`src/rx_seq_cfg.svh`:
```
// constants for the receiver power step sequencer
`ifndef RX_SEQ_CFG_SVH
`define RX_SEQ_CFG_SVH
`define CLK_FREQ_MHZ 25
`define STEP_TIME_US 625
`define STEP_CYCLES (`CLK_FREQ_MHZ * `STEP_TIME_US)
`define UNIT_TIME_MS 80
`define UNIT_STEPS ((`UNIT_TIME_MS * 1000) / `STEP_TIME_US)
`define HUNT_SEL1_MIN 1
`define HUNT_SEL0_MIN 4
`define HUNT_SEL1_STEPS ((`HUNT_SEL1_MIN * 60000000) / `STEP_TIME_US)
`define HUNT_SEL0_STEPS ((`HUNT_SEL0_MIN * 60000000) / `STEP_TIME_US)
`define PROBE_DEFAULT_MS 1500
`define PROBE_DEFAULT_STEPS ((`PROBE_DEFAULT_MS * 1000) / `STEP_TIME_US)
`define TMR_W 19
`define PKT_ID_TIMING 8'h06
`define PKT_ID_OVERRIDE 8'h0F
`define PKT_ID_OFF 8'h10
`define PKT_ID_WARM_TOP 5'h02
`define ID_HI 31
`define ID_LO 24
`define ID_TOP_HI 31
`define ID_TOP_LO 27
`define SET_HI 26
`define SET_LO 24
`define B1_HI 15
`define B1_LO 8
`define B0_HI 7
`define B0_LO 0
`define WARM_ST_HI 6
`define SE_BIT 23
`define LBC_BIT 19
`define PHASE_OFF 3'h0
`define PHASE_FIRST 3'h1
`define PHASE_LAST 3'h5
`define DWELL_RST 8'h01
`define BYTE_RST 8'h00
`define LINES_HIZ 8'h00
`define LINES_DRIVE 8'hFF
`endif

```
`src/rx_seq_pkg.sv`:
```
// types shared by the receiver power step sequencer
package rx_seq_pkg;
  // sequencer walk: idle (receiver off), running a phase, holding last pattern
  typedef enum logic [1:0] {SEQ_IDLE, SEQ_RUN, SEQ_HOLD} seq_state_t;
  typedef logic [7:0] line_t;
endpackage : rx_seq_pkg

```
`src/step_timer.sv`:
```
// down counter in 625 us steps with its own restartable prescaler
`include "rx_seq_cfg.svh"
module step_timer #(
  parameter int W = `TMR_W,
  parameter int PRE = `STEP_CYCLES
) (
  input wire logic clk_i,
  input wire logic rstn_i,
  input wire logic load_i, // restart with value_i
  input wire logic [W-1:0] value_i,
  input wire logic stop_i, // abandon the count
  output logic expire_o, // one-cycle pulse at the end
  output logic run_o // count in progress
);
  logic [W-1:0] cnt; // steps left
  logic [31:0] pre; // cycles within the current step
  wire step_end = (pre == 32'(PRE - 1));
  wire last_step = (cnt <= W'(1));

  // prescaler restarts on load so each step is a full 625 us
  always_ff @(posedge clk_i) begin
    if (!rstn_i) begin
      cnt <= '0;
      pre <= '0;
      run_o <= 1'b0;
      expire_o <= 1'b0;
    end else begin
      expire_o <= 1'b0;
      if (load_i) begin
        cnt <= value_i;
        pre <= '0;
        run_o <= 1'b1;
      end else if (stop_i) begin
        run_o <= 1'b0;
      end else if (run_o && step_end) begin
        pre <= '0;
        cnt <= last_step ? '0 : cnt - W'(1);
        run_o <= !last_step;
        expire_o <= last_step; // zero count ends after one step
      end else if (run_o) begin
        pre <= pre + 32'd1;
      end
    end
  end
endmodule : step_timer

```
`src/rx_power_step_sequencer.sv`:
```
// receiver control line sequencer, override and asynchronous timing settings
// Contract
// - timing packet id 6 carries both bytes
// - hunt time is field times 80 ms
// - zero field gives one or four minutes
// - probe spacing is field times 80 ms
// - zero probe field gives 1.5 seconds
// - override packet id 15, mask and pattern
// - control lines float while in reset
// - masked lines take the forced pattern bit
// - unmasked lines follow the sequencer
// - twelve settings at packet ids 16-27
// - probe bit samples battery on leaving
// - active phase drives its line pattern
// - off phase dwells before first warm-up
// - low id bits select warm-up 1-5
// - disabled warm-up ends the walk there
// - warm-up dwell is 7-bit step count
// - dwell counts reset to one step
// - hunt timeout returns to periodic probes
`include "rx_seq_cfg.svh"
module rx_power_step_sequencer #(
  parameter int step_cycles = `STEP_CYCLES // cycles per 625 us step
) (
  input wire logic clk_i,
  input wire logic rstn_i,
  input wire logic pkt_valid_i,
  input wire logic [31:0] pkt_word_i,
  input wire logic warmup_req_i,
  input wire logic power_down_i,
  input wire logic low_battery_input_i,
  input wire logic async_mode_i,
  input wire logic long_hunt_i,
  input wire logic hunt_start_i,
  input wire logic hunt_found_i,
  output rx_seq_pkg::line_t rx_ctrl_lines_o,
  output rx_seq_pkg::line_t rx_ctrl_oe_o,
  output logic [2:0] phase_o,
  output logic seq_busy_o,
  output logic seq_ready_o,
  output logic battery_low_o,
  output logic battery_sample_o,
  output logic noise_detect_start_o,
  output logic hunt_active_o,
  output logic hunt_timeout_o
);
  import rx_seq_pkg::*;

  // packet fields
  wire [7:0] pkt_id = pkt_word_i[`ID_HI:`ID_LO];
  wire [7:0] pkt_b1 = pkt_word_i[`B1_HI:`B1_LO];
  wire [7:0] pkt_b0 = pkt_word_i[`B0_HI:`B0_LO];
  wire [2:0] pkt_set = pkt_word_i[`SET_HI:`SET_LO];
  wire wr_timing = pkt_valid_i && (pkt_id == `PKT_ID_TIMING);
  wire wr_override = pkt_valid_i && (pkt_id == `PKT_ID_OVERRIDE);
  wire wr_off = pkt_valid_i && (pkt_id == `PKT_ID_OFF);
  // warm-up ids 17..21; ids 22..27 belong to other settings and are ignored here
  wire wr_warm = pkt_valid_i && (pkt_word_i[`ID_TOP_HI:`ID_TOP_LO] == `PKT_ID_WARM_TOP)
    && (pkt_set >= `PHASE_FIRST) && (pkt_set <= `PHASE_LAST);

  // stored settings
  logic [7:0] sync_hunt_timeout; // hunt length in 80 ms units
  logic [7:0] idle_probe_period; // probe spacing in 80 ms units
  line_t line_override_mask; // one per forced line
  line_t forced_pattern; // value for forced lines
  line_t line_pattern [0:5]; // phase 0 is the off phase
  logic [7:0] dwell_count [0:5]; // steps per phase
  logic [5:0] battery_probe; // sample battery on leaving
  logic [5:0] step_enable; // bit 0 unused, off phase always runs

  // packet writes
  always_ff @(posedge clk_i) begin
    if (!rstn_i) begin
      sync_hunt_timeout <= `BYTE_RST;
      idle_probe_period <= `BYTE_RST;
      line_override_mask <= `BYTE_RST;
      forced_pattern <= `BYTE_RST;
    end else if (wr_timing) begin
      sync_hunt_timeout <= pkt_b1;
      idle_probe_period <= pkt_b0;
    end else if (wr_override) begin
      line_override_mask <= pkt_b1;
      forced_pattern <= pkt_b0;
    end
  end

  // a line override packet replaces both bytes at once
  override_write_a: assert property (@(posedge clk_i) disable iff (!rstn_i)
    wr_override |=> (line_override_mask == $past(pkt_b1)) && (forced_pattern == $past(pkt_b0)))
    else $error("override packet not stored");

  // phase setting storage, one entry per phase index
  always_ff @(posedge clk_i) begin
    if (!rstn_i) begin
      battery_probe <= '0;
      step_enable <= '0;
      for (int i = 0; i < 6; i++) begin
        line_pattern[i] <= `BYTE_RST;
        dwell_count[i] <= `DWELL_RST;
      end
    end else if (wr_off) begin
      line_pattern[`PHASE_OFF] <= pkt_b1;
      dwell_count[`PHASE_OFF] <= pkt_b0;
      battery_probe[`PHASE_OFF] <= pkt_word_i[`LBC_BIT];
    end else if (wr_warm) begin
      line_pattern[pkt_set] <= pkt_b1;
      dwell_count[pkt_set] <= {1'b0, pkt_word_i[`WARM_ST_HI:`B0_LO]};
      battery_probe[pkt_set] <= pkt_word_i[`LBC_BIT];
      step_enable[pkt_set] <= pkt_word_i[`SE_BIT];
    end
  end

  // off packet takes the full byte as its dwell
  off_write_a: assert property (@(posedge clk_i) disable iff (!rstn_i)
    wr_off |=> (dwell_count[`PHASE_OFF] == $past(pkt_b0)) && (line_pattern[`PHASE_OFF] == $past(pkt_b1)))
    else $error("off packet not stored");
  // warm-up dwell keeps only seven bits, top bit clear
  warm_dwell_a: assert property (@(posedge clk_i) disable iff (!rstn_i)
    wr_warm |=> (dwell_count[$past(pkt_set)] == {1'b0, $past(pkt_word_i[`WARM_ST_HI:`B0_LO])})
      && (line_pattern[$past(pkt_set)] == $past(pkt_b1))) else $error("warm-up packet not stored");
  // enable bit lands in the addressed warm-up slot
  warm_enable_a: assert property (@(posedge clk_i) disable iff (!rstn_i)
    wr_warm |=> (step_enable[$past(pkt_set)] == $past(pkt_word_i[`SE_BIT])))
    else $error("step enable not stored");

  // sequencer state
  seq_state_t state;
  seq_state_t next_state;
  logic [2:0] idx; // phase in progress, 0 = off
  logic [2:0] next_idx;
  logic dwell_load;
  logic dwell_expire;
  logic dwell_run;

  wire [2:0] idx_up = idx + `PHASE_FIRST;
  wire more_phases = (idx < `PHASE_LAST) && step_enable[idx_up];
  wire leave_phase = (state == SEQ_RUN) && (dwell_expire || power_down_i);
  wire sample_en = leave_phase && battery_probe[idx];

  // phase walk: off, then warm-ups in ascending order until the first disabled one
  always_comb begin
    next_state = state;
    next_idx = idx;
    dwell_load = 1'b0;
    case (state)
      SEQ_IDLE: begin
        if (warmup_req_i && !power_down_i) begin // start with the off phase
          next_state = SEQ_RUN;
          next_idx = `PHASE_OFF;
          dwell_load = 1'b1;
        end
      end
      SEQ_RUN: begin
        if (power_down_i) begin // abandon the walk
          next_state = SEQ_IDLE;
          next_idx = `PHASE_OFF;
        end else if (dwell_expire && more_phases) begin
          next_idx = idx_up;
          dwell_load = 1'b1;
        end else if (dwell_expire) begin
          next_state = SEQ_HOLD;
        end
      end
      SEQ_HOLD: begin
        if (power_down_i) begin // back to receiver off
          next_state = SEQ_IDLE;
          next_idx = `PHASE_OFF;
        end
      end
      default: begin
        next_state = SEQ_IDLE;
        next_idx = `PHASE_OFF;
      end
    endcase
  end

  // dwell timer of the running phase
  step_timer #(.W(`TMR_W), .PRE(step_cycles)) dwell_timer (
    .clk_i(clk_i),
    .rstn_i(rstn_i),
    .load_i(dwell_load),
    .value_i(`TMR_W'(dwell_count[next_idx])),
    .stop_i(power_down_i),
    .expire_o(dwell_expire),
    .run_o(dwell_run)
  );

  // state registers
  always_ff @(posedge clk_i) begin
    if (!rstn_i) begin
      state <= SEQ_IDLE;
      idx <= `PHASE_OFF;
    end else begin
      state <= next_state;
      idx <= next_idx;
    end
  end

  // line selection: phase pattern then per-line override
  wire [7:0] internal_lines = line_pattern[next_idx];
  wire [7:0] next_lines = (line_override_mask & forced_pattern)
    | (~line_override_mask & internal_lines);

  // control line pins and sequencer status
  always_ff @(posedge clk_i) begin
    if (!rstn_i) begin
      rx_ctrl_lines_o <= `LINES_HIZ;
      rx_ctrl_oe_o <= `LINES_HIZ;
      phase_o <= `PHASE_OFF;
      seq_busy_o <= 1'b0;
      seq_ready_o <= 1'b0;
      battery_low_o <= 1'b0;
      battery_sample_o <= 1'b0;
    end else begin
      rx_ctrl_lines_o <= next_lines;
      rx_ctrl_oe_o <= `LINES_DRIVE;
      phase_o <= next_idx;
      seq_busy_o <= (next_state == SEQ_RUN);
      seq_ready_o <= (next_state == SEQ_HOLD);
      battery_sample_o <= sample_en;
      if (sample_en) begin
        battery_low_o <= low_battery_input_i;
      end
    end
  end

  // outside reset every control line is driven
  lines_driven_a: assert property (@(posedge clk_i)
    rstn_i && $past(rstn_i) |-> (rx_ctrl_oe_o == `LINES_DRIVE)) else $error("control lines left floating");
  // walk status flags are never both set
  flags_apart_a: assert property (@(posedge clk_i) disable iff (!rstn_i)
    !(seq_busy_o && seq_ready_o)) else $error("busy and ready together");
  // a running walk only shows off or warm-up phases
  phase_range_a: assert property (@(posedge clk_i) disable iff (!rstn_i)
    seq_busy_o |-> (phase_o <= `PHASE_LAST)) else $error("phase index out of range");
  // no battery sample from a phase without its probe bit
  quiet_probe_a: assert property (@(posedge clk_i) disable iff (!rstn_i)
    !battery_probe[idx] |=> !battery_sample_o) else $error("battery sampled without probe bit");

  // asynchronous timing: hunt length and probe spacing in steps
  logic [`TMR_W-1:0] hunt_steps;
  logic [`TMR_W-1:0] probe_steps;
  assign hunt_steps = (sync_hunt_timeout != `BYTE_RST)
    ? `TMR_W'(sync_hunt_timeout * `UNIT_STEPS)
    : (long_hunt_i ? `TMR_W'(`HUNT_SEL1_STEPS) : `TMR_W'(`HUNT_SEL0_STEPS));
  assign probe_steps = (idle_probe_period != `BYTE_RST)
    ? `TMR_W'(idle_probe_period * `UNIT_STEPS)
    : `TMR_W'(`PROBE_DEFAULT_STEPS);

  logic async_seen; // async_mode_i one cycle ago
  logic probe_expire;
  logic hunt_expire;
  wire async_rise = async_mode_i && !async_seen;
  wire probe_load = async_mode_i && (async_rise || probe_expire);
  wire hunt_load = async_mode_i && hunt_start_i && !hunt_active_o;
  wire hunt_end = hunt_active_o && (hunt_found_i || !async_mode_i);

  step_timer #(.W(`TMR_W), .PRE(step_cycles)) probe_timer (
    .clk_i(clk_i),
    .rstn_i(rstn_i),
    .load_i(probe_load),
    .value_i(probe_steps),
    .stop_i(!async_mode_i),
    .expire_o(probe_expire),
    .run_o()
  );

  step_timer #(.W(`TMR_W), .PRE(step_cycles)) hunt_timer (
    .clk_i(clk_i),
    .rstn_i(rstn_i),
    .load_i(hunt_load),
    .value_i(hunt_steps),
    .stop_i(hunt_end),
    .expire_o(hunt_expire),
    .run_o()
  );

  // hunt has priority; probe timing keeps running through it
  always_ff @(posedge clk_i) begin
    if (!rstn_i) begin
      async_seen <= 1'b0;
      hunt_active_o <= 1'b0;
      hunt_timeout_o <= 1'b0;
      noise_detect_start_o <= 1'b0;
    end else begin
      async_seen <= async_mode_i;
      noise_detect_start_o <= probe_load && !hunt_active_o && !hunt_load;
      hunt_timeout_o <= hunt_active_o && hunt_expire && !hunt_end;
      if (hunt_load) begin
        hunt_active_o <= 1'b1;
      end else if (hunt_end || hunt_expire) begin
        hunt_active_o <= 1'b0;
      end
    end
  end

  // no automatic noise detect starts while a hunt runs
  hunt_mutes_probe_a: assert property (@(posedge clk_i) disable iff (!rstn_i)
    hunt_active_o |=> !noise_detect_start_o) else $error("noise detect during hunt");
  // probe timing and hunts belong to asynchronous mode only
  probe_async_a: assert property (@(posedge clk_i) disable iff (!rstn_i)
    !async_mode_i |=> !noise_detect_start_o && !hunt_active_o) else $error("async timing outside async mode");
  // timeout is a single pulse that ends the hunt
  hunt_pulse_a: assert property (@(posedge clk_i) disable iff (!rstn_i)
    hunt_timeout_o |=> !hunt_timeout_o) else $error("hunt timeout pulse too long");
  // first probe start follows entry to asynchronous mode
  probe_first_a: assert property (@(posedge clk_i) disable iff (!rstn_i)
    async_mode_i && !async_seen && !hunt_active_o && !hunt_load |=> noise_detect_start_o)
    else $error("no noise detect on entering async mode");

  // checks
  lines_float_a: assert property (@(posedge clk_i)
    !rstn_i |=> (rx_ctrl_oe_o == `LINES_HIZ)) else $error("control lines driven in reset");
  forced_lines_a: assert property (@(posedge clk_i) disable iff (!rstn_i)
    $past(rstn_i) |-> ((rx_ctrl_lines_o & $past(line_override_mask))
      == ($past(line_override_mask) & $past(forced_pattern)))) else $error("forced line wrong");
  free_lines_a: assert property (@(posedge clk_i) disable iff (!rstn_i)
    $past(rstn_i) |-> ((rx_ctrl_lines_o & ~$past(line_override_mask))
      == (~$past(line_override_mask) & $past(internal_lines)))) else $error("free line wrong");
  timing_write_a: assert property (@(posedge clk_i) disable iff (!rstn_i)
    wr_timing |=> (sync_hunt_timeout == $past(pkt_b1)) && (idle_probe_period == $past(pkt_b0)))
    else $error("timing packet not stored");
  hunt_default_a: assert property (@(posedge clk_i) disable iff (!rstn_i)
    (sync_hunt_timeout == `BYTE_RST) |-> (hunt_steps ==
      (long_hunt_i ? `TMR_W'(`HUNT_SEL1_STEPS) : `TMR_W'(`HUNT_SEL0_STEPS))))
    else $error("hunt default wrong");
  probe_default_a: assert property (@(posedge clk_i) disable iff (!rstn_i)
    (idle_probe_period == `BYTE_RST) |-> (probe_steps == `TMR_W'(`PROBE_DEFAULT_STEPS)))
    else $error("probe default wrong");
  off_first_a: assert property (@(posedge clk_i) disable iff (!rstn_i)
    (state == SEQ_IDLE) && warmup_req_i && !power_down_i |=> (state == SEQ_RUN) && (idx == `PHASE_OFF)
      && seq_busy_o) else $error("walk did not start in off phase");
  walk_end_a: assert property (@(posedge clk_i) disable iff (!rstn_i)
    (state == SEQ_RUN) && dwell_expire && !power_down_i && !more_phases |=> (state == SEQ_HOLD)
      ##0 seq_ready_o) else $error("disabled warm-up not skipped");
  walk_step_a: assert property (@(posedge clk_i) disable iff (!rstn_i)
    (state == SEQ_RUN) && dwell_expire && !power_down_i && more_phases |=> (idx == $past(idx_up))
      && dwell_run) else $error("warm-up order wrong");
  battery_take_a: assert property (@(posedge clk_i) disable iff (!rstn_i)
    sample_en |=> battery_sample_o && (battery_low_o == $past(low_battery_input_i)))
    else $error("battery not sampled on leaving");
  dwell_reset_a: assert property (@(posedge clk_i)
    $past(!rstn_i) && rstn_i |-> (dwell_count[`PHASE_OFF] == `DWELL_RST)) else $error("dwell reset wrong");
  hunt_over_a: assert property (@(posedge clk_i) disable iff (!rstn_i)
    hunt_timeout_o |-> !hunt_active_o) else $error("hunt still active after timeout");
endmodule : rx_power_step_sequencer

```
`config.mk`:
```
export PLATFORM = sky130hd
export DESIGN_NAME = rx_power_step_sequencer
export DESIGN_NICKNAME = d
export VERILOG_FILES = /design/src/rx_seq_pkg.sv /design/src/step_timer.sv /design/src/rx_power_step_sequencer.sv
export VERILOG_INCLUDE_DIRS = /design/src
export SDC_FILE = /design/constraint.sdc
export NUM_CORES = 1
export LEC_CHECK = 0
export ABC_AREA = 1
export CORE_AREA = 5 5 140 209
export CTS_CLUSTER_SIZE = 8
export DETAILED_ROUTE_END_ITERATION = 10
export DIE_AREA = 0 0 145 214
export DONT_BUFFER_PORTS = 1
export HOLD_SLACK_MARGIN = 0.12
export PLACE_DENSITY = 0.8
export SYNTH_ARGS = -nofsm -noshare
export SYNTH_HDL_FRONTEND = slang
export SYNTH_SLANG_ARGS = --single-unit
```
`constraint.sdc`:
```
create_clock -name clk_i -period 7.3 [get_ports clk_i]
set_clock_uncertainty 0.2 [all_clocks]
set_input_delay 1.46 -clock clk_i [delete_from_list [all_inputs] [get_ports clk_i]]
set_output_delay 1.46 -clock clk_i [all_outputs]
set_load 0.02 [all_outputs]
```
## Word level (Yosys, flattened, before mapping)

Memory sizes are Yosys's and may differ from the RTL's.
Index checks and enable logic that the tools add are counted.

| storage, ports and cells | value |
|---|---|
| flip-flop bits (word level) | 232 |
| logic and storage cells | 222 |
| input port bits | 42 |
| memory bits (writable) | 96 |
| memories kept | 2 |

Memory list:

| memory | words | width | read ports | clocked after memory_dff | write ports | line | source |
|---|---|---|---|---|---|---|---|
| dwell_count | 6 | 8 | 1 | 0 | 6 | rx_power_step_sequencer.sv:67 | `logic [7:0] dwell_count [0:5];` |
| line_pattern | 6 | 8 | 1 | 0 | 6 | rx_power_step_sequencer.sv:66 | `line_t line_pattern [0:5];` |

| cells by class | value |
|---|---|
| bitwise gates (word level) | 15 |
| reduce and logical (&&, ||, !) cells | 68 |
| $lt $le $gt $ge | 10 |
| mux-type cells | 74 |
| equality and inequality tests | 14 |
| $add $sub $neg | 7 |

Operator list:

| operator | number |
|---|---|
| $mux 19 | 11 |
| $mux 32 | 6 |
| $add 32x1->32 const B | 3 |
| $eq 32x14->1 const B | 3 |
| $mux 8 | 8 |
| $le 19x1->1 const B | 3 |
| $sub 19x1->19 const B | 3 |
| $mux 1 | 29 |
| $logic_and 1x1->1 | 24 |
| $mux 3 | 6 |
| $reduce_and 2->1 | 9 |
| $reduce_bool 2->1 | 9 |
| $and 8x8->8 | 2 |
| $reduce_bool 8->1 | 2 |
| $reduce_or 8->1 | 2 |
| $mux 15 | 1 |
| $bwmux 6 | 2 |
| $lt 3x4->1 const B | 3 |
| $reduce_or 4->1 | 3 |
| $mux 2 | 5 |
| $logic_not 1->1 | 9 |
| $not 1->1 | 9 |
| $pmux 3 s3 | 1 |
| $eq 8x3->1 const B | 1 |
| other kinds (23) | 34 |

## Depth between registers and ports, before layout

Gate-level depths: netlist (run 1).
An unclocked memory read counts as a cell.

| logic depth | value |
|---|---|
| depth in word-level cells | 11 |
| depth in mapped cells | 18 |

## Cells and area by module

Synthesis (run 1) repeated with hierarchy kept, for this count alone.

| second synthesis, totals | value |
|---|---|
| cells, all modules | 2650 |
| area total of the unflattened synthesis | 19446.2 µm² |

Modules (own cells, without submodules):

| module | cells each | area each (µm²) | instances | seq. area each (µm²) |
|---|---|---|---|---|
| step_timer | 570 | 3639.7 | 3 | 1061.0 |
| rx_power_step_sequencer | 940 | 8526.9 | 1 | 5165.0 |

## Least setup slack after synthesis (run 1)

No wires, ideal clock.

| timing path | value |
|---|---|
| kind | input to register |
| from | input pkt_word_i[29] |
| to | memory dwell_count[1][0], enable pin |
| arrival | 2.982 ns |
| buffers on the path | 0 |
| stages on the path | 13 |
| path slack | 3.754 ns |
| required time | 6.736 ns |
| path through | nor3_1 nand4_1 a21oi_1 inv_1 nor2_4 inv_1 a21oi_2 nand2_1 nand2_1 inv_1 nor2_4 a21oi_1 inv_1 |

RTL lines:

| element | line | source |
|---|---|---|
| start: declaration | rx_power_step_sequencer.sv:28 | `input wire logic [31:0] pkt_word_i,` |
| end: declaration | rx_power_step_sequencer.sv:67 |  |

==> results.txt, run 1 <==
----------------------------------------------------
[Power and ir drop]
  Leakage ... 7.52 nW
  Combinational power share ... 0.056
  Net Sw Frac ... 0.227
  Cell-internal power ... 3.44 mW
  Net switching power ... 1.01 mW
  Power consumption ... 4.45 mW
  Proportion of power drawn by flip-flops and latches ... 0.479
  Worst supply voltage drop on vdd ... 0.245 mV
  Pwr dens ... 234 mW/mm^2
  Proportion of power drawn by the clock network ... 0.465

[STA]
  Max-slew violation count ... 0
  Max frequency ... 247 MHz
  Unrepaired setup endpoints after global routing ... false
  Hold violation total from the final report ... 0
  Shortest clock period the worst path allows after layout ... between 4 and 5 ns
  Post-route worst hold slack ... 0.224 ns
  Slew @ Worst Pin ... roughly 0.87 ns
  Final sum of negative setup slack ... 0 ns
  Fin crit share ... 0.554
  Worst relative slew slack ... 0.419
  Setup-failing EPs final ... 0

[CTS]
  Cell at the root of the clock tree ... sky130_fd_sc_hd__clkbuf_16
  Source-to-sink clock delay at the later pin of the worst-skew pair ... 0.56 ns
  Total clock sinks ... 353
  Hold buffers post-CTS ... 0
  Count of cells resized by post-cts repair ... 0
  Setup Buffers After CTS ... 0
  Clock tree from TritonCTS ... done
  Clock-pin slew on the worst setup and hold paths ... ~0.050 ns
  Maximum root-to-sink buffer count ... 3
  CTS Buf Count ... 50
  H-tree level count ... 2

[Cells and area]
  Filler instances ... around 2,100
  Area added between synthesis and finish ... 9.45%
  Final Net Count ... around 2,300
  Area used by multi-input combinational logic ... 0.00742 sq mm
  Most used cells in the layout excluding fill and tap cells ... 350 x sky130_fd_sc_hd__nand2_1, 337 x sky130_fd_sc_hd__inv_1, 310 x sky130_fd_sc_hd__nor2_1
  Commonest non-fill, non-tap cell in the layout ... sky130_fd_sc_hd__nand2_1
  Seq. cell area ... 0.00835 sq mm
  Share of layout cells above drive strength 1 ... 0.0546

[Placement]
  Placer congestion estimate ... 0.912
  Port-buffer cells ... 0
  Sum of net half-perimeters after detailed placement ... between 20 and 30 mm

[Worst setup path]
  Critical path arrival ... 4.27 ns
  Classification of the worst setup path ... flop to flop
  Critical path startpoint category ... flop
  List of cells traversed by the critical path ... ha_1 > inv_1 > nand3_1 > nand2_1 > nand2_1 > nand2_2 > nand4_1 > nand3_2 > buf_4 > nand2_4 > buf_4 > or2_1 > nand3_1 > nand3_1 > nand2_1 > a21oi_1
  Launch point of the worst reg-to-reg path ... phase_o[0]$_SDFF_PN0_
  Type of destination of the critical path ... flop
  Worst path max stage delay ... 0.77 ns
  WP buf/inv ... 3
  CP delay by family, top ... simple AND/OR/NAND/NOR gates
  Library cell contributing the largest single delay on the critical path ... sky130_fd_sc_hd__dfxtp_1
  Worst setup path startpoint ... phase_o[0]$_SDFF_PN0_
  Worst Path Max Fanout ... 44
  Critical path data required time ... 7.52 ns

[Die]
  Overall die height ... 214 microns
  IO Count ... 68
  Initial Util ... 0.639
  Area inside the core boundary ... 0.0271 sq mm
  Site row count ... 74
  Area enclosed by the die boundary ... 0.0310 sq mm
  Horizontal die dimension ... 145 microns

[Synthesis]
  Post-synthesis async set-or-reset flop share ... 0
  Number of flops mapped to enable cells by yosys ... between 100 and 150
  Number of different library cells in the post-synthesis netlist ... 52
  Area contributors post-synth ... sky130_fd_sc_hd__dfxtp_1 26%, sky130_fd_sc_hd__edfxtp_1 22%, sky130_fd_sc_hd__nand2_1 7.6%, sky130_fd_sc_hd__inv_1 7.3%, sky130_fd_sc_hd__nor2_1 6.7%
  Number of standard cells after synthesis ... 2,230
  Synthesized flop and latch total ... about 350
  Ys Warns ... 0
  Sequential area share after synthesis ... 0.482
  Top FF cell, synth ... sky130_fd_sc_hd__dfxtp_1
  Portion of synthesized cell area occupied by the leading cell type ... 0.260
  Avg Inst Size Synth ... just under 8 sq um
  Total standard cell area after synthesis ... 0.0173 sq mm
  Post-synth top area cell ... sky130_fd_sc_hd__dfxtp_1

[Status]
  Result of the run ... complete, no violations

[Routing]
  Number of vias after detailed routing ... 14,900
  Drt via density ... 5.68
  Length of the first detailed-routing pass in iterations ... 5
  Routed length per placed instance ... about 16 microns
  Starting DRT DRC Count ... 1,150
  Total Routed Length ... approximately 41 mm
  Post-detailed-route DRC marker count ... 0
  Antenna-violating nets left ... 0

[GRT]
  Maximum number of pins on one net before global-route repair ... 82
  Grt total ovfl ... 0
  First-pass GRT wire length ... 68.8 mm
  Via count of the first global-routing pass ... 14,500
  Gr usage total ... 0.262
  Number of antenna violations at the first check in global routing ... 0

[Job]
  Number of maximum-capacitance constraint violations ... 0

[Min path]
  Worst min path class ... flop to flop
  Hold wc startpoint ... step_enable[0]$_SDFFE_PN0P_

----------------------------------------------------
layout make-up:
cell class,instances,share of cell area
diodes,1,0.000132
clock buffers,70,0.0710
clock inverters,3,0.00218
inverters,352,0.0698
multi-input cells,1486,0.391
flip-flops and latches,353,0.440
well taps,342,0.0226
repair buffers,8,0.00316
metal layers:
metal	GRT usage	routed length, microns	vias to the layer above	share of wire
met5	0	0	-	0
met4	0.107	1470	0	0.036
met3	0.0586	3130	123	0.076
met2	0.478	21300	564	0.52
met1	0.293	15400	6858	0.37
li1	-	-	7317	-
stage by stage:
stage,utilization,worst slack (ns),instance area [sq um],cells
finish,0.699,3.25,19000,2615
floorplan,-,3.75,17500,2265
global route,0.699,3.00,19000,2614
global placement,0.648,3.00,17600,2541
detailed placement,0.648,2.93,17600,2541
CTS,0.699,3.29,19000,2614
tightest hold or removal path, cell delays in order (launching register included):
cell and delay, ns:
sky130_fd_sc_hd__dfxtp_1 0.30, sky130_fd_sc_hd__nand2_1 0.05, sky130_fd_sc_hd__inv_1 0.03
cells in the mapped netlist (28+ instances only):
master	instances
sky130_fd_sc_hd__nand4_1	48
sky130_fd_sc_hd__nand2_1	350
sky130_fd_sc_hd__nor3_1	61
sky130_fd_sc_hd__nand3_1	178
sky130_fd_sc_hd__edfxtp_1	128
sky130_fd_sc_hd__nor2_1	310
sky130_fd_sc_hd__dfxtp_1	225
sky130_fd_sc_hd__buf_2	28
sky130_fd_sc_hd__nor4_1	38
sky130_fd_sc_hd__o21ai_0	107
sky130_fd_sc_hd__a21oi_1	129
sky130_fd_sc_hd__inv_1	338
sky130_fd_sc_hd__xor2_1	40
power groups by stage:
stage / combinational [mW] / clock [mW] / sequential, mW
2_1_floorplan: 0.206 / 0 / 2.16
3_3_place_gp: 0.237 / 0 / 2.17
3_5_place_dp: 0.244 / 0 / 2.17
4_1_cts: 0.246 / 2.10 / 2.13
5_1_grt: 0.281 / 2.19 / 2.13
6_report: 0.248 / 2.07 / 2.13
cells by family (layout without fill, tap and decap cells):
family          Yosys count  after routing  share of synthesized area
simple gates           1076           1076                      0.286
flops                   353            353                      0.482
fa+ha+maj                13             13                    0.00938
buf+inv                 426            433                     0.0979
compound gates          304            304                     0.0963
other cells               1             37                   0.000216
xor+xnor                 57             57                     0.0288
flip-flops by register name, indices dropped and copies added (netlist names), 6 cells and up:
register and count:
dwell_count 64, line_pattern 64, dwell_timer.pre 32, hunt_timer.pre 32, probe_timer.pre 32, dwell_timer.cnt 19
hunt_timer.cnt 19, probe_timer.cnt 19, forced_pattern 8, idle_probe_period 8, line_override_mask 8, rx_ctrl_lines_o 8
sync_hunt_timeout 8, battery_probe 6, step_enable 6
worst paths after layout:
check                                  endpoint  slack [ns]  depth (start not counted)
setup / recovery  rx_ctrl_lines_o[6]$_SDFF_PN0_        3.25                         16
hold / removal      step_enable[0]$_SDFFE_PN0P_        0.22                          2
setup reg to reg  rx_ctrl_lines_o[6]$_SDFF_PN0_        3.25                         16
hold reg to reg     step_enable[0]$_SDFFE_PN0P_        0.22                          2
Power figures use the tool's default switching activity.
==> run 2, diff against run 1 <==
Settings changed: CORE_AREA 5 5 140 209 to 5 5 148 220, DIE_AREA 0 0 145 214 to 0 0 153 225, PLACE_DENSITY 0.8 to 0.76.
Clock period 7.3 ns to 3.7 ns, I/O delays scaled along.
==> results.txt, run 2 (same netlist as run 1, synthesis figures left out) <==
----------------------------------------------------
[Status]
  Result of the run ... complete, no violations

[Worst setup path]
  Critical path data required time ... 3.98 ns
  Critical path startpoint category ... flop
  R2r worst-path depth ... 16
  Worst setup path startpoint ... phase_o[0]$_SDFF_PN0_
  Worst Path Max Fanout ... 44
  Worst reg-to-reg setup slack ... 0.55 ns
  Critical path arrival ... 3.43 ns
  Classification of the worst setup path ... flop to flop
  Launch point of the worst reg-to-reg path ... phase_o[0]$_SDFF_PN0_
  Type of destination of the critical path ... flop
  Worst flop-to-flop path endpoint ... rx_ctrl_lines_o[6]$_SDFF_PN0_

[Power and ir drop]
  Pwr dens ... ~460 mW/mm^2
  Leakage ... 7.62 nW
  Power consumption ... 8.82 mW
  Cell-internal power ... 6.80 mW
  Net Sw Frac ... 0.229
  Proportion of power drawn by flip-flops and latches ... 0.476
  Proportion of power drawn by the clock network ... 0.467
  Worst supply voltage drop on vdd ... 0.411 mV
  Combinational power share ... 0.057
  Net switching power ... 2.02 mW

[STA]
  Final sum of negative setup slack ... 0 ns
  Setup-failing EPs final ... 0
  Fin crit share ... 0.850
  Slew @ Worst Pin ... around 0.93 ns
  Max frequency ... 318 MHz
  Max-slew violation count ... 0
  Unrepaired setup endpoints after global routing ... false
  Worst relative slew slack ... 0.376
  Hold violation total from the final report ... 0
  Shortest clock period the worst path allows after layout ... between 3 and 4 ns

[CTS]
  Count of cells resized by post-cts repair ... 0
  Source-to-sink clock delay at the later pin of the worst-skew pair ... 0.56 ns
  H-tree level count ... 2
  Clock-pin slew on the worst setup and hold paths ... approximately 0.050 ns
  Total clock sinks ... between 300 and 400
  CTS Buf Count ... 50
  Cell at the root of the clock tree ... sky130_fd_sc_hd__clkbuf_16
  Clock tree from TritonCTS ... done
  Maximum root-to-sink buffer count ... 3

[Min path]
  Worst Hold Path Cells ... 2
  Worst hold path endpoint ... forced_pattern[3]$_SDFFE_PN0P_
  Worst min path class ... input port to flop
  Hold wc startpoint ... pkt_word_i[3]

[Cells and area]
  Number of antenna repair diodes ... 0
  Commonest non-fill, non-tap cell in the layout ... sky130_fd_sc_hd__nand2_1
  Seq. cell area ... 0.00835 sq mm
  Final Net Count ... 2,325
  Share of layout cells above drive strength 1 ... 0.0606
  Area added between synthesis and finish ... 10.8%
  Area used by multi-input combinational logic ... 0.00742 sq mm
  Registers with the most flip-flops ... dwell_count (64), line_pattern (64)
  Most used cells in the layout excluding fill and tap cells ... 350 x sky130_fd_sc_hd__nand2_1, 337 x sky130_fd_sc_hd__inv_1, 310 x sky130_fd_sc_hd__nor2_1
  Finished Layout Cells ... 2,694
  Filler instances ... 2,592

[GRT]
  Via count of the first global-routing pass ... 14,500
  Grt total ovfl ... 0
  Gr usage total ... 0.237
  Number of antenna violations at the first check in global routing ... 0
  Maximum number of pins on one net before global-route repair ... 68
  First-pass GRT wire length ... a little under 70 mm

[Placement]
  Sum of net half-perimeters after detailed placement ... 28.8 mm
  Port-buffer cells ... 0
  DP Cell Count ... 2,614
  Placer congestion estimate ... 0.886

[Routing]
  Starting DRT DRC Count ... 1,035
  Length of the first detailed-routing pass in iterations ... 6
  Post-detailed-route DRC marker count ... 0
  Antenna-violating nets left ... 0
  Drt via density ... 5.47
  Number of vias after detailed routing ... 14,700
  Routed length per placed instance ... 15.3 microns
  Total Routed Length ... 41.2 mm

[Die]
  Initial Util ... 0.573
  Site row count ... between 70 and 80
  Area inside the core boundary ... 0.0303 sq mm
  IO Count ... between 60 and 70
  Horizontal die dimension ... 153 microns
  Area enclosed by the die boundary ... 0.0344 sq mm
  Overall die height ... 225 microns

[Job]
  Number of maximum-capacitance constraint violations ... 0

----------------------------------------------------
==> run 2: per-layer routing <==
| layer | GRT usage | vias up | part of all wire |
|---|---|---|---|
| met1 | 0.255 | 6897 | 0.38 |
| met3 | 0.0500 | 105 | 0.060 |
| met4 | 0.0943 | 0 | 0.034 |
| li1 | - | 7346 | - |
| met5 | 0 | - | 0 |
| met2 | 0.452 | 386 | 0.52 |
==> run 2: power by group through the flow <==
stage | Clock [mW] | Sequential, mW | Combinational (mW)
2_1_floorplan | 0 | 4.26 | 0.406
3_3_place_gp | 0 | 4.27 | 0.475
3_5_place_dp | 0 | 4.28 | 0.486
4_1_cts | 4.18 | 4.20 | 0.498
5_1_grt | 4.36 | 4.21 | 0.567
6_report | 4.12 | 4.20 | 0.499
==> run 2: worst max-delay path by stage <==
stage	end	slack [ns]
2_1_floorplan	dwell_count[1][0]$_SDFFCE_PN1P_	0.87
3_3_place_gp	line_pattern[5][2]$_DFFE_PP_	0.59
3_5_place_dp	line_pattern[5][2]$_DFFE_PP_	0.54
4_1_cts	rx_ctrl_lines_o[7]$_SDFF_PN0_	0.57
5_1_grt	rx_ctrl_lines_o[1]$_SDFF_PN0_	0.31
6_report	rx_ctrl_lines_o[6]$_SDFF_PN0_	0.55
==> run 2: area by class of cell <==
| cell class | count | share of cell area |
|---|---|---|
| clock buffers | 73 | 0.0707 |
| clock inverters | 3 | 0.00215 |
| inverters | 352 | 0.0689 |
| multi-input cells | 1486 | 0.386 |
| flip-flops and latches | 353 | 0.435 |
| well taps | 400 | 0.0261 |
| repair buffers | 27 | 0.0111 |
==> run 2: critical path, stage by stage, from the launching register on <==
cell	delay, ns
sky130_fd_sc_hd__dfxtp_1	0.59
sky130_fd_sc_hd__ha_1	0.34
sky130_fd_sc_hd__inv_1	0.09
sky130_fd_sc_hd__nand3_1	0.07
sky130_fd_sc_hd__nand2_1	0.06
sky130_fd_sc_hd__nand2_1	0.05
sky130_fd_sc_hd__nand2_2	0.09
sky130_fd_sc_hd__nand3_2	0.09
sky130_fd_sc_hd__nand2_1	0.10
sky130_fd_sc_hd__nand3_2	0.10
sky130_fd_sc_hd__nand2_4	0.39
sky130_fd_sc_hd__inv_2	0.24
sky130_fd_sc_hd__nand2_1	0.12
sky130_fd_sc_hd__nand3_1	0.12
sky130_fd_sc_hd__nand3_1	0.12
sky130_fd_sc_hd__nand2_1	0.11
sky130_fd_sc_hd__a21oi_1	0.15
==> run 2: metrics by stage <==
stage / area (sq um) / hold slack (ns) / utilization / setup WS, ns
6_report: 19200 / 0.152 / 0.635 / 0.554
5_1_grt: 19200 / 0.138 / 0.635 / 0.312
4_1_cts: 19200 / 0.124 / 0.635 / 0.567
3_5_place_dp: 17800 / 0.221 / 0.587 / 0.539
3_3_place_gp: 17800 / 0.216 / 0.587 / 0.589
2_1_floorplan: 17500 / 0.207 / - / 0.874
==> run 2: what timing repair did <==
| item | CTS | global route |
|---|---|---|
| hold buffers | 3 | 1 |
| hold endpoints to repair | 16 | 1 |
| setup buffers | 0 | 0 |
==> run 3, diff against run 2 <==
Settings changed: CORE_AREA 5 5 148 220 to 5 5 144 215, DIE_AREA 0 0 153 225 to 0 0 149 220.
Clock period 3.7 ns to 3 ns, I/O delays scaled along.
==> results.txt, run 3 (same netlist as run 1, synthesis figures left out) <==
----------------------------------------------------
[CTS]
  Maximum root-to-sink buffer count ... 3
  Clock-pin slew on the worst setup and hold paths ... 0.05 ns
  Cell at the root of the clock tree ... sky130_fd_sc_hd__clkbuf_16
  Source-to-sink clock delay at the later pin of the worst-skew pair ... between 0.5 and 0.6 ns
  CTS Buf Count ... 50
  H-tree level count ... 2
  Clock tree from TritonCTS ... done
  Total clock sinks ... 353

[Routing]
  Drt via density ... between 5 and 6
  Number of vias after detailed routing ... 14,800
  Met2 layer wire length in the routed design ... approximately 22 mm
  Post-detailed-route DRC marker count ... 0
  Sum of met3 wire segment lengths after detailed routing ... 2.61 mm
  Total Routed Length ... 42.6 mm
  Starting DRT DRC Count ... around 990
  Antenna-violating nets left ... 0
  Met1 WL ... 15.8 mm
  Length of the first detailed-routing pass in iterations ... 5
  Top metal layer carrying routed signals ... met5
  Routed length per placed instance ... 15.6 microns

[Cells and area]
  Registers with the most flip-flops ... dwell_count (64), line_pattern (64)
  Most used cells in the layout excluding fill and tap cells ... 350 x sky130_fd_sc_hd__nand2_1, 337 x sky130_fd_sc_hd__inv_1, 309 x sky130_fd_sc_hd__nor2_1
  Area added between synthesis and finish ... 13.1%
  Final Net Count ... 2,357
  Share of layout cells above drive strength 1 ... 0.0680
  Filler instances ... between 2,000 and 2,500
  Area used by multi-input combinational logic ... between 0.007 and 0.008 sq mm
  Commonest non-fill, non-tap cell in the layout ... sky130_fd_sc_hd__nand2_1
  Final Util ... 0.674
  Seq. cell area ... 0.00835 sq mm

[STA]
  Post-route worst hold slack ... 0.140 ns
  Max frequency ... 355 MHz
  Shortest clock period the worst path allows after layout ... around 2.8 ns
  Setup-failing EPs final ... 0
  Worst relative slew slack ... 0.461
  Final sum of negative setup slack ... 0 ns
  Slew @ Worst Pin ... 0.811 ns
  Fin crit share ... 0.938
  Max-slew violation count ... 0
  Hold violation total from the final report ... 0
  Final worst-path setup slack ... 0.185 ns

[Die]
  Initial Util ... 0.596
  Horizontal die dimension ... 149 microns
  Area inside the core boundary ... 0.0291 sq mm
  Overall die height ... 220 microns
  IO Count ... 68
  Area enclosed by the die boundary ... 0.0328 sq mm
  Site row count ... 77

[Worst setup path]
  Worst Path Max Fanout ... 12
  Type of destination of the critical path ... flop
  Critical path data required time ... 3.25 ns
  Classification of the worst setup path ... input port to flop
  Critical path arrival ... 3.07 ns
  Critical path startpoint category ... input port

[Power and ir drop]
  Proportion of power drawn by flip-flops and latches ... 0.477
  Net Sw Frac ... 0.231
  Pwr dens ... approximately 550 mW/mm^2
  Combinational power share ... 0.062
  Cell-internal power ... 8.36 mW
  Worst supply voltage drop on vdd ... between 0.5 and 0.6 mV
  Leakage ... 7.82 nW
  Proportion of power drawn by the clock network ... 0.461
  Net switching power ... 2.51 mW
  Power consumption ... roughly 11 mW

[Status]
  Result of the run ... complete, no violations

[Placement]
  Placer congestion estimate ... about 0.9
  Sum of net half-perimeters after detailed placement ... 29.6 mm
  Port-buffer cells ... 0
  Setup slack at placement ... 0.0160 ns

[GRT]
  Gr usage total ... 0.262
  Grt total ovfl ... 0
  Via count of the first global-routing pass ... 14,600
  Maximum number of pins on one net before global-route repair ... 77
  Number of antenna violations at the first check in global routing ... 2
  First-pass GRT wire length ... 70.1 mm

[Min path]
  Worst min path class ... input port to flop

[Job]
  Number of maximum-capacitance constraint violations ... 0

----------------------------------------------------
-- run 3: cell types whose count changed in the layout (fill, tap and decap cells not counted), moves of 2 or more --
| cell | before | now |
|---|---|---|
| sky130_fd_sc_hd__nor4_4 | 0 | 2 |
| sky130_fd_sc_hd__nor3_2 | 9 | 12 |
| sky130_fd_sc_hd__buf_4 | 23 | 29 |
| sky130_fd_sc_hd__inv_6 | 0 | 2 |
| sky130_fd_sc_hd__dlygate4sd3_1 | 4 | 21 |
| sky130_fd_sc_hd__nor4_2 | 3 | 1 |
| sky130_fd_sc_hd__nor3_1 | 61 | 58 |
| sky130_fd_sc_hd__buf_12 | 0 | 6 |
-- run 3: routing by layer --
layer,vias to the layer above,global-route usage
li1,7424,-
met1,6855,0.284
met2,393,0.493
met3,123,0.0498
met4,2,0.111
met5,-,0
-- run 3: area by class of cell --
class | count | area share
antenna | 1 | 0.000128
clock buffer | 71 | 0.0678
clock inverter | 4 | 0.00217
inverter | 352 | 0.0675
multi-input combinational | 1486 | 0.381
sequential | 353 | 0.426
tap | 395 | 0.0252
timing repair buffer | 59 | 0.0306
-- run 3: power by group through the flow --
stage | combinational [mW] | clock (mW) | sequential [mW]
2_1_floorplan | 0.500 | 0 | 5.25
3_3_place_gp | 0.601 | 0 | 5.27
3_5_place_dp | 0.615 | 0 | 5.28
4_1_cts | 0.670 | 5.08 | 5.18
5_1_grt | 0.759 | 5.30 | 5.19
6_report | 0.674 | 5.02 | 5.18
-- run 3: worst max-delay path, stage by stage --
cell and delay [ns]:
sky130_fd_sc_hd__dlygate4sd3_1 0.63, sky130_fd_sc_hd__inv_2 0.15, sky130_fd_sc_hd__nand2_2 0.18, sky130_fd_sc_hd__nor3_2 0.21
sky130_fd_sc_hd__nand3_1 0.22, sky130_fd_sc_hd__nor4_4 0.24, sky130_fd_sc_hd__nand4_1 0.18, sky130_fd_sc_hd__nor2_2 0.17
sky130_fd_sc_hd__nand3_1 0.18, sky130_fd_sc_hd__a211oi_1 0.31
-- run 3: what timing repair did --
action / 4_1_cts / 5_1_grt
hold buffers: 23 / 0
setup buffers: 0 / 3
resized for setup: 0 / 10
hold endpoints to repair: 83 / 0
setup endpoints to repair: 0 / 18
-- run 3: worst paths after layout --
| check | to | depth (start not counted) | slack, ns | startpoint |
|---|---|---|---|---|
| hold reg to reg | step_enable[0]$_SDFFE_PN0P_ | 2 | 0.23 | step_enable[0]$_SDFFE_PN0P_ |
| hold / removal | idle_probe_period[7]$_SDFFE_PN0P_ | 2 | 0.14 | pkt_word_i[7] |
| setup reg to reg | rx_ctrl_lines_o[5]$_SDFF_PN0_ | 17 | 0.21 | phase_o[0]$_SDFF_PN0_ |
| setup / recovery | dwell_timer.pre[21]$_SDFFE_PP0P_ | 10 | 0.19 | power_down_i |
-- run 3: metrics by stage --
step,instance area (sq um),cells
detailed placement,17900,2619
CTS,19500,2717
global route,19600,2721
finish,19600,2721
global placement,17900,2619
floorplan,17500,2265
